===== config.mk =====
export PLATFORM = sky130hd
export DESIGN_NAME = linear_array_sensor_flat
export DESIGN_NICKNAME = d
export VERILOG_FILES = /design/src/readout_pkg.sv /design/src/readout_link_if.sv /design/src/linear_array_sensor.sv /design/src/flat_wrapper.sv
export SDC_FILE = /design/constraint.sdc
export NUM_CORES = 2
export LEC_CHECK = 0
export BUFFER_PORTS_ARGS = -buffer_cell sky130_fd_sc_hd__buf_4
export CAP_MARGIN = 20
export CORE_ASPECT_RATIO = 0.6
export CORE_MARGIN = 4
export CORE_UTILIZATION = 62
export CTS_CLUSTER_SIZE = 25
export DETAILED_ROUTE_END_ITERATION = 12
export PLACE_DENSITY = 0.75
export SLEW_MARGIN = 40
export SYNTH_ARGS = -nofsm -noshare
export SYNTH_HDL_FRONTEND = slang
export SYNTH_SLANG_ARGS = --single-unit

===== constraint.sdc =====
create_clock -name mclk -period 18 [get_ports mclk]
set_clock_uncertainty 0.1 [all_clocks]
set_input_delay 1.8 -clock mclk [delete_from_list [all_inputs] [get_ports mclk]]
set_output_delay 1.8 -clock mclk [all_outputs]
set_load 0.1 [all_outputs]

===== src/readout_pkg.sv =====
// shared constants and types for the linear array readout link
package readout_pkg;

    localparam int SECTIONS = 2;
    localparam int STAGES = 768;
    localparam int SERIAL_PIXELS = 1536;
    localparam int SERIAL_CLOCKS = 1537;
    localparam int PARALLEL_CLOCKS = 769;
    localparam int RESET_CLOCKS = 18;

    localparam int PIX_W = 12;
    localparam int SCENE_W = 8;
    localparam int HT_W = 16;
    localparam int IDX_W = 10;
    localparam int CNT_W = 11;

    localparam logic [PIX_W-1:0] PIX_MAX = 12'hfff;
    localparam logic [HT_W-1:0] HT_MAX = 16'hffff;
    localparam logic [4:0] RESET_LOAD = 5'h12;

    // timing at the 25 MHz system clock
    localparam int CLK_PERIOD_NS = 40;
    localparam int CHARGE_WAIT_NS = 20000;
    localparam int CHARGE_WAIT_CYC = (CHARGE_WAIT_NS + CLK_PERIOD_NS - 1) / CLK_PERIOD_NS;
    localparam int WAIT_W = 10;

    // shift clock enable every SHIFT_DIV system clocks (1 MHz)
    localparam int SHIFT_DIV = 25;
    localparam int DIV_W = 5;

    typedef enum logic [1:0]
    {
        CTL_IDLE = 2'b00,
        CTL_ARM = 2'b01,
        CTL_READ = 2'b10,
        CTL_WAIT = 2'b11
    } ctrl_state_t;

endpackage : readout_pkg


===== src/readout_link_if.sv =====
// link between the array sensor end and the readout controller end
`timescale 1ns/1ps
interface readout_link_if;
    import readout_pkg::*;

    logic shiftClockLower;
    logic shiftClockUpper;
    logic startTokenLower;
    logic startTokenUpper;
    logic freezeLower;
    logic freezeUpper;
    logic chainOutLower;
    logic chainOutUpper;
    logic [PIX_W-1:0] pixelOutLower;
    logic pixelOutLowerOeN;
    logic [PIX_W-1:0] pixelOutUpper;
    logic pixelOutUpperOeN;

    modport sensor
    (
        input shiftClockLower,
        input shiftClockUpper,
        input startTokenLower,
        input startTokenUpper,
        input freezeLower,
        input freezeUpper,
        output chainOutLower,
        output chainOutUpper,
        output pixelOutLower,
        output pixelOutLowerOeN,
        output pixelOutUpper,
        output pixelOutUpperOeN
    );

    modport ctrl
    (
        output shiftClockLower,
        output shiftClockUpper,
        output startTokenLower,
        output startTokenUpper,
        output freezeLower,
        output freezeUpper,
        input chainOutLower,
        input chainOutUpper,
        input pixelOutLower,
        input pixelOutLowerOeN,
        input pixelOutUpper,
        input pixelOutUpperOeN
    );

endinterface : readout_link_if


===== src/linear_array_sensor.sv =====
// two-section linear array sensor end: token shift, hold and pixel output
`timescale 1ns/1ps
module linear_array_sensor
(
    input wire logic mclk,
    input wire logic reset,
    readout_link_if.sensor link,
    output logic [readout_pkg::IDX_W-1:0] scenePixelLower,
    input wire logic [readout_pkg::SCENE_W-1:0] sceneLevelLower,
    output logic [readout_pkg::IDX_W-1:0] scenePixelUpper,
    input wire logic [readout_pkg::SCENE_W-1:0] sceneLevelUpper
);
    import readout_pkg::*;

    ////////////////////////////////////////////////////////////////////////////////
    // per-section views of the link

    logic [SECTIONS-1:0] shiftEn;
    logic [SECTIONS-1:0] startIn;
    logic [SECTIONS-1:0] freezeIn;
    logic [SCENE_W-1:0] sceneLvl [SECTIONS];

    logic chainOut_r [SECTIONS];
    logic oeN_r [SECTIONS];
    logic [PIX_W-1:0] pixelOut_r [SECTIONS];
    logic [IDX_W-1:0] pixIdx_r [SECTIONS];

    assign shiftEn = {link.shiftClockUpper, link.shiftClockLower};
    assign startIn = {link.startTokenUpper, link.startTokenLower};
    assign freezeIn = {link.freezeUpper, link.freezeLower};
    assign sceneLvl[0] = sceneLevelLower;
    assign sceneLvl[1] = sceneLevelUpper;

    assign link.chainOutLower = chainOut_r[0];
    assign link.chainOutUpper = chainOut_r[1];
    assign link.pixelOutLower = pixelOut_r[0];
    assign link.pixelOutUpper = pixelOut_r[1];
    assign link.pixelOutLowerOeN = oeN_r[0];
    assign link.pixelOutUpperOeN = oeN_r[1];
    assign scenePixelLower = pixIdx_r[0];
    assign scenePixelUpper = pixIdx_r[1];

    ////////////////////////////////////////////////////////////////////////////////
    // held charge times scene level, clipped at full scale

    function automatic logic [PIX_W-1:0] pixelValue
    (
        input logic [SCENE_W-1:0] level,
        input logic [HT_W-1:0] held
    );
        logic [SCENE_W+HT_W-1:0] prod;
        prod = level * held;
        if (prod > {{(SCENE_W+HT_W-PIX_W){1'b0}}, PIX_MAX})
        begin
            pixelValue = PIX_MAX;
        end
        else
        begin
            pixelValue = prod[PIX_W-1:0];
        end
    endfunction : pixelValue

    ////////////////////////////////////////////////////////////////////////////////
    // one identical section per half of the array

    generate
        for (genvar s = 0; s < SECTIONS; s++)
        begin : g_section
            logic [STAGES-1:0] stage_r;
            logic [STAGES-1:0] stage_nxt;
            logic freezePrev_r;
            logic resetting_r;
            logic [4:0] resetLeft_r;
            logic [HT_W-1:0] intTime_r;
            logic [HT_W-1:0] heldTime_r;
            logic capture;
            logic holdEvt;
            logic activeNxt;

            // shifts, count steps and outputs below wait for this section's own clock; freeze detect, hold and clears do not
            assign capture = shiftEn[s] & startIn[s];
            assign holdEvt = freezeIn[s] & ~freezePrev_r;
            assign stage_nxt = {stage_r[STAGES-2:0], startIn[s]};
            assign activeNxt = |stage_nxt;

            // token shift register
            always_ff @(posedge mclk)
            begin
                if (reset)
                begin
                    stage_r <= '0;
                end
                else if (shiftEn[s])
                begin
                    stage_r <= stage_nxt;
                end
            end

            // chain output: token sits in the last stage from edge 768 to 769
            always_ff @(posedge mclk)
            begin
                if (reset)
                begin
                    chainOut_r[s] <= 1'b0;
                end
                else if (shiftEn[s])
                begin
                    chainOut_r[s] <= stage_r[STAGES-2];
                end
            end

            // hold edge detect on the freeze input
            always_ff @(posedge mclk)
            begin
                if (reset)
                begin
                    freezePrev_r <= 1'b0;
                end
                else
                begin
                    freezePrev_r <= freezeIn[s];
                end
            end

            // one shared held time stands for every sample at once
            always_ff @(posedge mclk)
            begin
                if (reset)
                begin
                    heldTime_r <= '0;
                end
                else if (holdEvt)
                begin
                    heldTime_r <= intTime_r;
                end
            end

            // integrator reset period, counted in section clocks from capture
            always_ff @(posedge mclk)
            begin
                if (reset)
                begin
                    resetting_r <= 1'b0;
                    resetLeft_r <= '0;
                end
                else if (capture)
                begin
                    resetting_r <= 1'b1;
                    resetLeft_r <= RESET_LOAD - 5'h01;
                end
                else if (holdEvt)
                begin
                    resetting_r <= 1'b1;
                end
                else if (shiftEn[s] && resetting_r)
                begin
                    if (resetLeft_r == 5'h00)
                    begin
                        resetting_r <= 1'b0;
                    end
                    else
                    begin
                        resetLeft_r <= resetLeft_r - 5'h01;
                    end
                end
            end

            // integration time, in section clocks, saturating
            always_ff @(posedge mclk)
            begin
                if (reset)
                begin
                    intTime_r <= '0;
                end
                else if (holdEvt || resetting_r)
                begin
                    intTime_r <= '0;
                end
                else if (shiftEn[s] && intTime_r != HT_MAX)
                begin
                    intTime_r <= intTime_r + 16'h0001;
                end
            end

            // output phase: drive one held pixel per clock, float otherwise
            always_ff @(posedge mclk)
            begin
                if (reset)
                begin
                    oeN_r[s] <= 1'b1;
                    pixelOut_r[s] <= '0;
                    pixIdx_r[s] <= '0;
                end
                else if (shiftEn[s])
                begin
                    oeN_r[s] <= ~activeNxt;
                    if (activeNxt)
                    begin
                        pixelOut_r[s] <= pixelValue(sceneLvl[s], heldTime_r);
                        pixIdx_r[s] <= pixIdx_r[s] + 10'h001;
                    end
                    else
                    begin
                        pixelOut_r[s] <= '0;
                        pixIdx_r[s] <= '0;
                    end
                end
            end
        end
    endgenerate

endmodule : linear_array_sensor


===== src/flat_wrapper.sv =====
// flat-port wrapper written by rule: the top's interface ports become plain ports
module linear_array_sensor_flat import readout_pkg::*;
  (mclk, reset, scenePixelLower, sceneLevelLower, scenePixelUpper, sceneLevelUpper, link_shiftClockLower, link_shiftClockUpper, link_startTokenLower, link_startTokenUpper, link_freezeLower, link_freezeUpper, link_chainOutLower, link_chainOutUpper, link_pixelOutLower, link_pixelOutLowerOeN, link_pixelOutUpper, link_pixelOutUpperOeN);
  readout_link_if link_i ();
  input wire logic mclk;
  input wire logic reset;
  output logic [readout_pkg::IDX_W-1:0] scenePixelLower;
  input wire logic [readout_pkg::SCENE_W-1:0] sceneLevelLower;
  output logic [readout_pkg::IDX_W-1:0] scenePixelUpper;
  input wire logic [readout_pkg::SCENE_W-1:0] sceneLevelUpper;
  input wire logic [$bits(link_i.shiftClockLower)-1:0] link_shiftClockLower;
  input wire logic [$bits(link_i.shiftClockUpper)-1:0] link_shiftClockUpper;
  input wire logic [$bits(link_i.startTokenLower)-1:0] link_startTokenLower;
  input wire logic [$bits(link_i.startTokenUpper)-1:0] link_startTokenUpper;
  input wire logic [$bits(link_i.freezeLower)-1:0] link_freezeLower;
  input wire logic [$bits(link_i.freezeUpper)-1:0] link_freezeUpper;
  output wire logic [$bits(link_i.chainOutLower)-1:0] link_chainOutLower;
  output wire logic [$bits(link_i.chainOutUpper)-1:0] link_chainOutUpper;
  output wire logic [$bits(link_i.pixelOutLower)-1:0] link_pixelOutLower;
  output wire logic [$bits(link_i.pixelOutLowerOeN)-1:0] link_pixelOutLowerOeN;
  output wire logic [$bits(link_i.pixelOutUpper)-1:0] link_pixelOutUpper;
  output wire logic [$bits(link_i.pixelOutUpperOeN)-1:0] link_pixelOutUpperOeN;
  assign link_i.shiftClockLower = link_shiftClockLower;
  assign link_i.shiftClockUpper = link_shiftClockUpper;
  assign link_i.startTokenLower = link_startTokenLower;
  assign link_i.startTokenUpper = link_startTokenUpper;
  assign link_i.freezeLower = link_freezeLower;
  assign link_i.freezeUpper = link_freezeUpper;
  assign link_chainOutLower = link_i.chainOutLower;
  assign link_chainOutUpper = link_i.chainOutUpper;
  assign link_pixelOutLower = link_i.pixelOutLower;
  assign link_pixelOutLowerOeN = link_i.pixelOutLowerOeN;
  assign link_pixelOutUpper = link_i.pixelOutUpper;
  assign link_pixelOutUpperOeN = link_i.pixelOutUpperOeN;
  linear_array_sensor u_core (.mclk(mclk), .reset(reset), .link(link_i), .scenePixelLower(scenePixelLower), .sceneLevelLower(sceneLevelLower), .scenePixelUpper(scenePixelUpper), .sceneLevelUpper(sceneLevelUpper));
endmodule

==> results_dict.tcl <==
set metrics [dict create \
    dieArea_um2 118200 \
    timing.rr.end "u_core.pixelOut_r[0][3]" \
    period_share_pct 36.40 \
    drc_errors 0 \
    fin_crit_ps 6553 \
    cts_sinks 1660 \
    arrival_ps 6930 \
    endpoint_kind "flop" \
    fp.dieW_um 441.2 \
    tightest_slew_ps 860.6 \
    antenna_found_initial 1 \
    min-delay-start "u_core.g_section[1].intTime_r[10]" \
    hold_class "reg -> reg" \
    cp_cell_sequence "buf_4 -> nand2_1 -> fa_1 -> fa_1 -> inv_1 -> fa_1 -> inv_1 -> fa_1 -> inv_1 -> ha_1 -> a21o_1 -> a221o_1 -> and3_1 -> o41a_1 -> nor3_1 -> a31oi_1 -> nor4_4 -> a31oi_1" \
    final_nets 7128 \
    hpwl_um 87130 \
    rows 95 \
    rsz0062_at_grt "no" \
    ys_warn_count 0 \
    drive_gt1_share_pct 5.465 \
    yosysSeqAreaShare_pct 48.27 \
    criticalPathCategory "in -> reg" \
    required_ps 18380 \
    ant_nets 0 \
    highest_layer "met4" \
    routedWlPerCell_um 15.76 \
    synth_ff_type "dfxtp_1" \
    core-area_um2 111900 \
    syn_inst 6964 \
    cts_setup_buffers 0 \
    grt_max_degree 193 \
    routed-wl-met3_um 6118 \
    clock_path_buffers 3 \
    port_buffers 71 \
    worst_path_max_delay_cell "nor4_4" \
    rr_worst_depth 17 \
    final_core_util_pct 68.39 \
    clk_latency_ps 770 \
    grt_overflow 0 \
    track_usage_pct 22.30 \
    synth_cell_types 67 \
    clkTransAtPathRegs_ps 70 \
    power.leakage_nw 34.28 \
    vias_per_cell 5.576 \
    post-synth-top-area-cell "dfxtp_1" \
    critPathMaxStageDelay_ps 590 \
    syn_avg_cell_area_um2 10.03 \
    h-tree-depth 4 \
    stdcell_count 8459 \
    grt_pass1_vias 44480 \
    ir_drop_mv 0.09287 \
    cp.depth 18 \
    syn_to_final_growth_pct 9.574 \
    pin_count 72 \
    reg2reg_from "u_core.g_section[0].heldTime_r[4]" \
    reg2reg_slack_ps 11980 \
    holdPathStages 2 \
    min_to "u_core.g_section[1].heldTime_r[10]" \
    cts_tree "yes" \
    power.total_mw 7.271 \
    tns_ps 0 \
    ys_ff_latch 1660 \
    synth.cell_area_um2 69820 \
    synth_nets 7252 \
    first_pass_iters 8 \
    globalplace.congestion 0.8554 \
    root_buffer "clkbuf_16" \
    drt-total-wl_um 133300 \
    met2_length_um 53790 \
    drtIter0Drc 3266 \
    cp-start-kind "input pin" \
    crit_fanout 16 \
    outcome "finished, final reports clean" \
    synth.area.top_cells "dfxtp_1 46%, mux2i_1 22%, nor2_1 8.6%" \
    grt_pass1_wl_um 224300 \
    route.layer.met1.wl_um 71440 \
    numCtsBuffers 147 \
    dp_cells 8193 \
    cp_common_cell "fa_1" \
    postCtsResizedCells 0 \
    crit_buf_inv 4 \
    max_freq_ghz 0.1526 \
    final-max-slew-violation-count 0 \
    postCtsHoldBufs 0 \
    finalHoldViolCount 0 \
    synth_async_sr_flop_share_pct 0 \
    slew_headroom_pct 42.09 \
    start_util_pct 62.42 \
    die_y_um 267.9 \
    power_density_nw_per_um2 95.04 \
    path_delay_family "adder cells" \
    finalSetupViolations 0 \
    vias 47170 \
    synth_edf_count 47 \
    cap_violations 0 \
    synth_top_area_share_pct 46.25 \
]
[worst reg2reg max path, cell delays in order, from the launching register on]
cell     delay (ps)
dfxtp_1         680
nand2_1         160
fa_1            510
fa_1            540
inv_1            50
fa_1            470
inv_1            60
fa_1            480
inv_1            40
ha_1            330
a21o_1          190
a221o_1         410
and3_1          200
o41a_1          470
nor3_1          200
a31oi_1          90
nor4_4          590
a31oi_1         180
[cell type report]
cell class              count  area (um2)
diodes                      3       7.507
clock buffers             205        4345
clock inverters            57       709.4
multi-input cells        4683       33830
well taps                1503        1881
fillers                  8459       35350
inverters                 226       848.3
flip-flops and latches   1660       33700
repair buffers            122        1179
[Yosys cell counts, drive strengths merged, types with 4 or more instances]
master	count
or2	4
o31ai	4
a21oi	77
nor3	23
nand2b	10
and3	12
mux2i	1537
ha	96
nand3	33
a41oi	6
or3	14
nor4	413
o211ai	6
nor2	1607
xnor2	32
nor2b	5
a21o	14
o21ai	21
edfxtp	47
dfxtp	1613
fa	168
and2	213
nand4	115
nand2	156
a31oi	29
a211oi	4
xor2	41
inv	226
buf	131
clkbuf	264
[cells in the final DEF, fill, tap and decap left out, types with 6 or more instances in the layout]
cell type / instances
nand2b_1: 10
a21oi_1: 77
and3_1: 12
inv_1: 226
clkbuf_8: 30
a21o_1: 14
a31oi_1: 29
ha_1: 96
clkinv_2: 20
buf_6: 26
nor4_1: 407
nand4_1: 115
and2_1: 213
clkinv_4: 6
mux2i_1: 1537
clkbuf_1: 21
nor3_1: 23
o21ai_0: 19
bufinv_16: 12
nor2_1: 1607
xor2_1: 41
inv_6: 6
or3_1: 14
nand3_1: 33
clkinvlp_4: 7
fa_1: 168
a41oi_1: 6
clkbuf_16: 154
dfxtp_1: 1613
nand2_1: 156
buf_4: 84
xnor2_1: 32
edfxtp_1: 47
[state kept, by name, indices dropped and copies added, names as in the netlist]
signal                         cells
u_core.g_section.intTime_r        32
u_core.g_section.resetting_r       2
u_core.g_section.stage_r        1534
u_core.pixIdx_r                   20
u_core.g_section.heldTime_r       32
u_core.oeN_r                       2
u_core.g_section.resetLeft_r      10
u_core.chainOut_r                  2
u_core.g_section.freezePrev_r      2
u_core.pixelOut_r                 24
[per-stage QoR]
stage	cell area, um2	hold slack, ps	setup WS [ps]
CTS	76430	369.8	11510
finish	76500	364.8	11450
floorplan	69820	350.0	11080
global route	76490	396.7	11140
global placement	71160	364.1	10610
detailed placement	71370	369.8	10660
[report_power, final]
group	leakage, nW	switching, mW	internal [mW]
Clock	2.48	1.38	1.87
Sequential	13.5	0.00816	3.70
Combinational	18.3	0.214	0.0997
Total	34.3	1.60	5.67
[routing by layer]
metal | global-route usage (%) | vias up
li1 | - | 23720
met3 | 3.732 | 148
met4 | 5.286 | 0
met1 | 35.84 | 22530
met5 | 0 | -
met2 | 30.92 | 767
[worst max path at each step]
| stage | end | startpoint |
|---|---|---|
| after floorplan | u_core.pixelOut_r[0][10] | sceneLevelLower[2] |
| after global placement | u_core.pixelOut_r[1][4] | sceneLevelUpper[2] |
| after detailed placement | u_core.pixelOut_r[0][10] | sceneLevelLower[2] |
| after CTS | u_core.pixelOut_r[0][2] | sceneLevelLower[2] |
| after global routing | u_core.pixelOut_r[0][9] | sceneLevelLower[2] |
| final | u_core.pixelOut_r[0][3] | sceneLevelLower[2] |
[kinds of logic after synthesis]
group | share of synthesized area [%]
simple gates | 17.08
flops | 48.27
mux | 22.04
buf+inv | 3.360
fa+ha+maj | 6.538
compound gates | 1.798
xor+xnor | 0.9158
No activity file was read; power rests on OpenSTA's default activity.
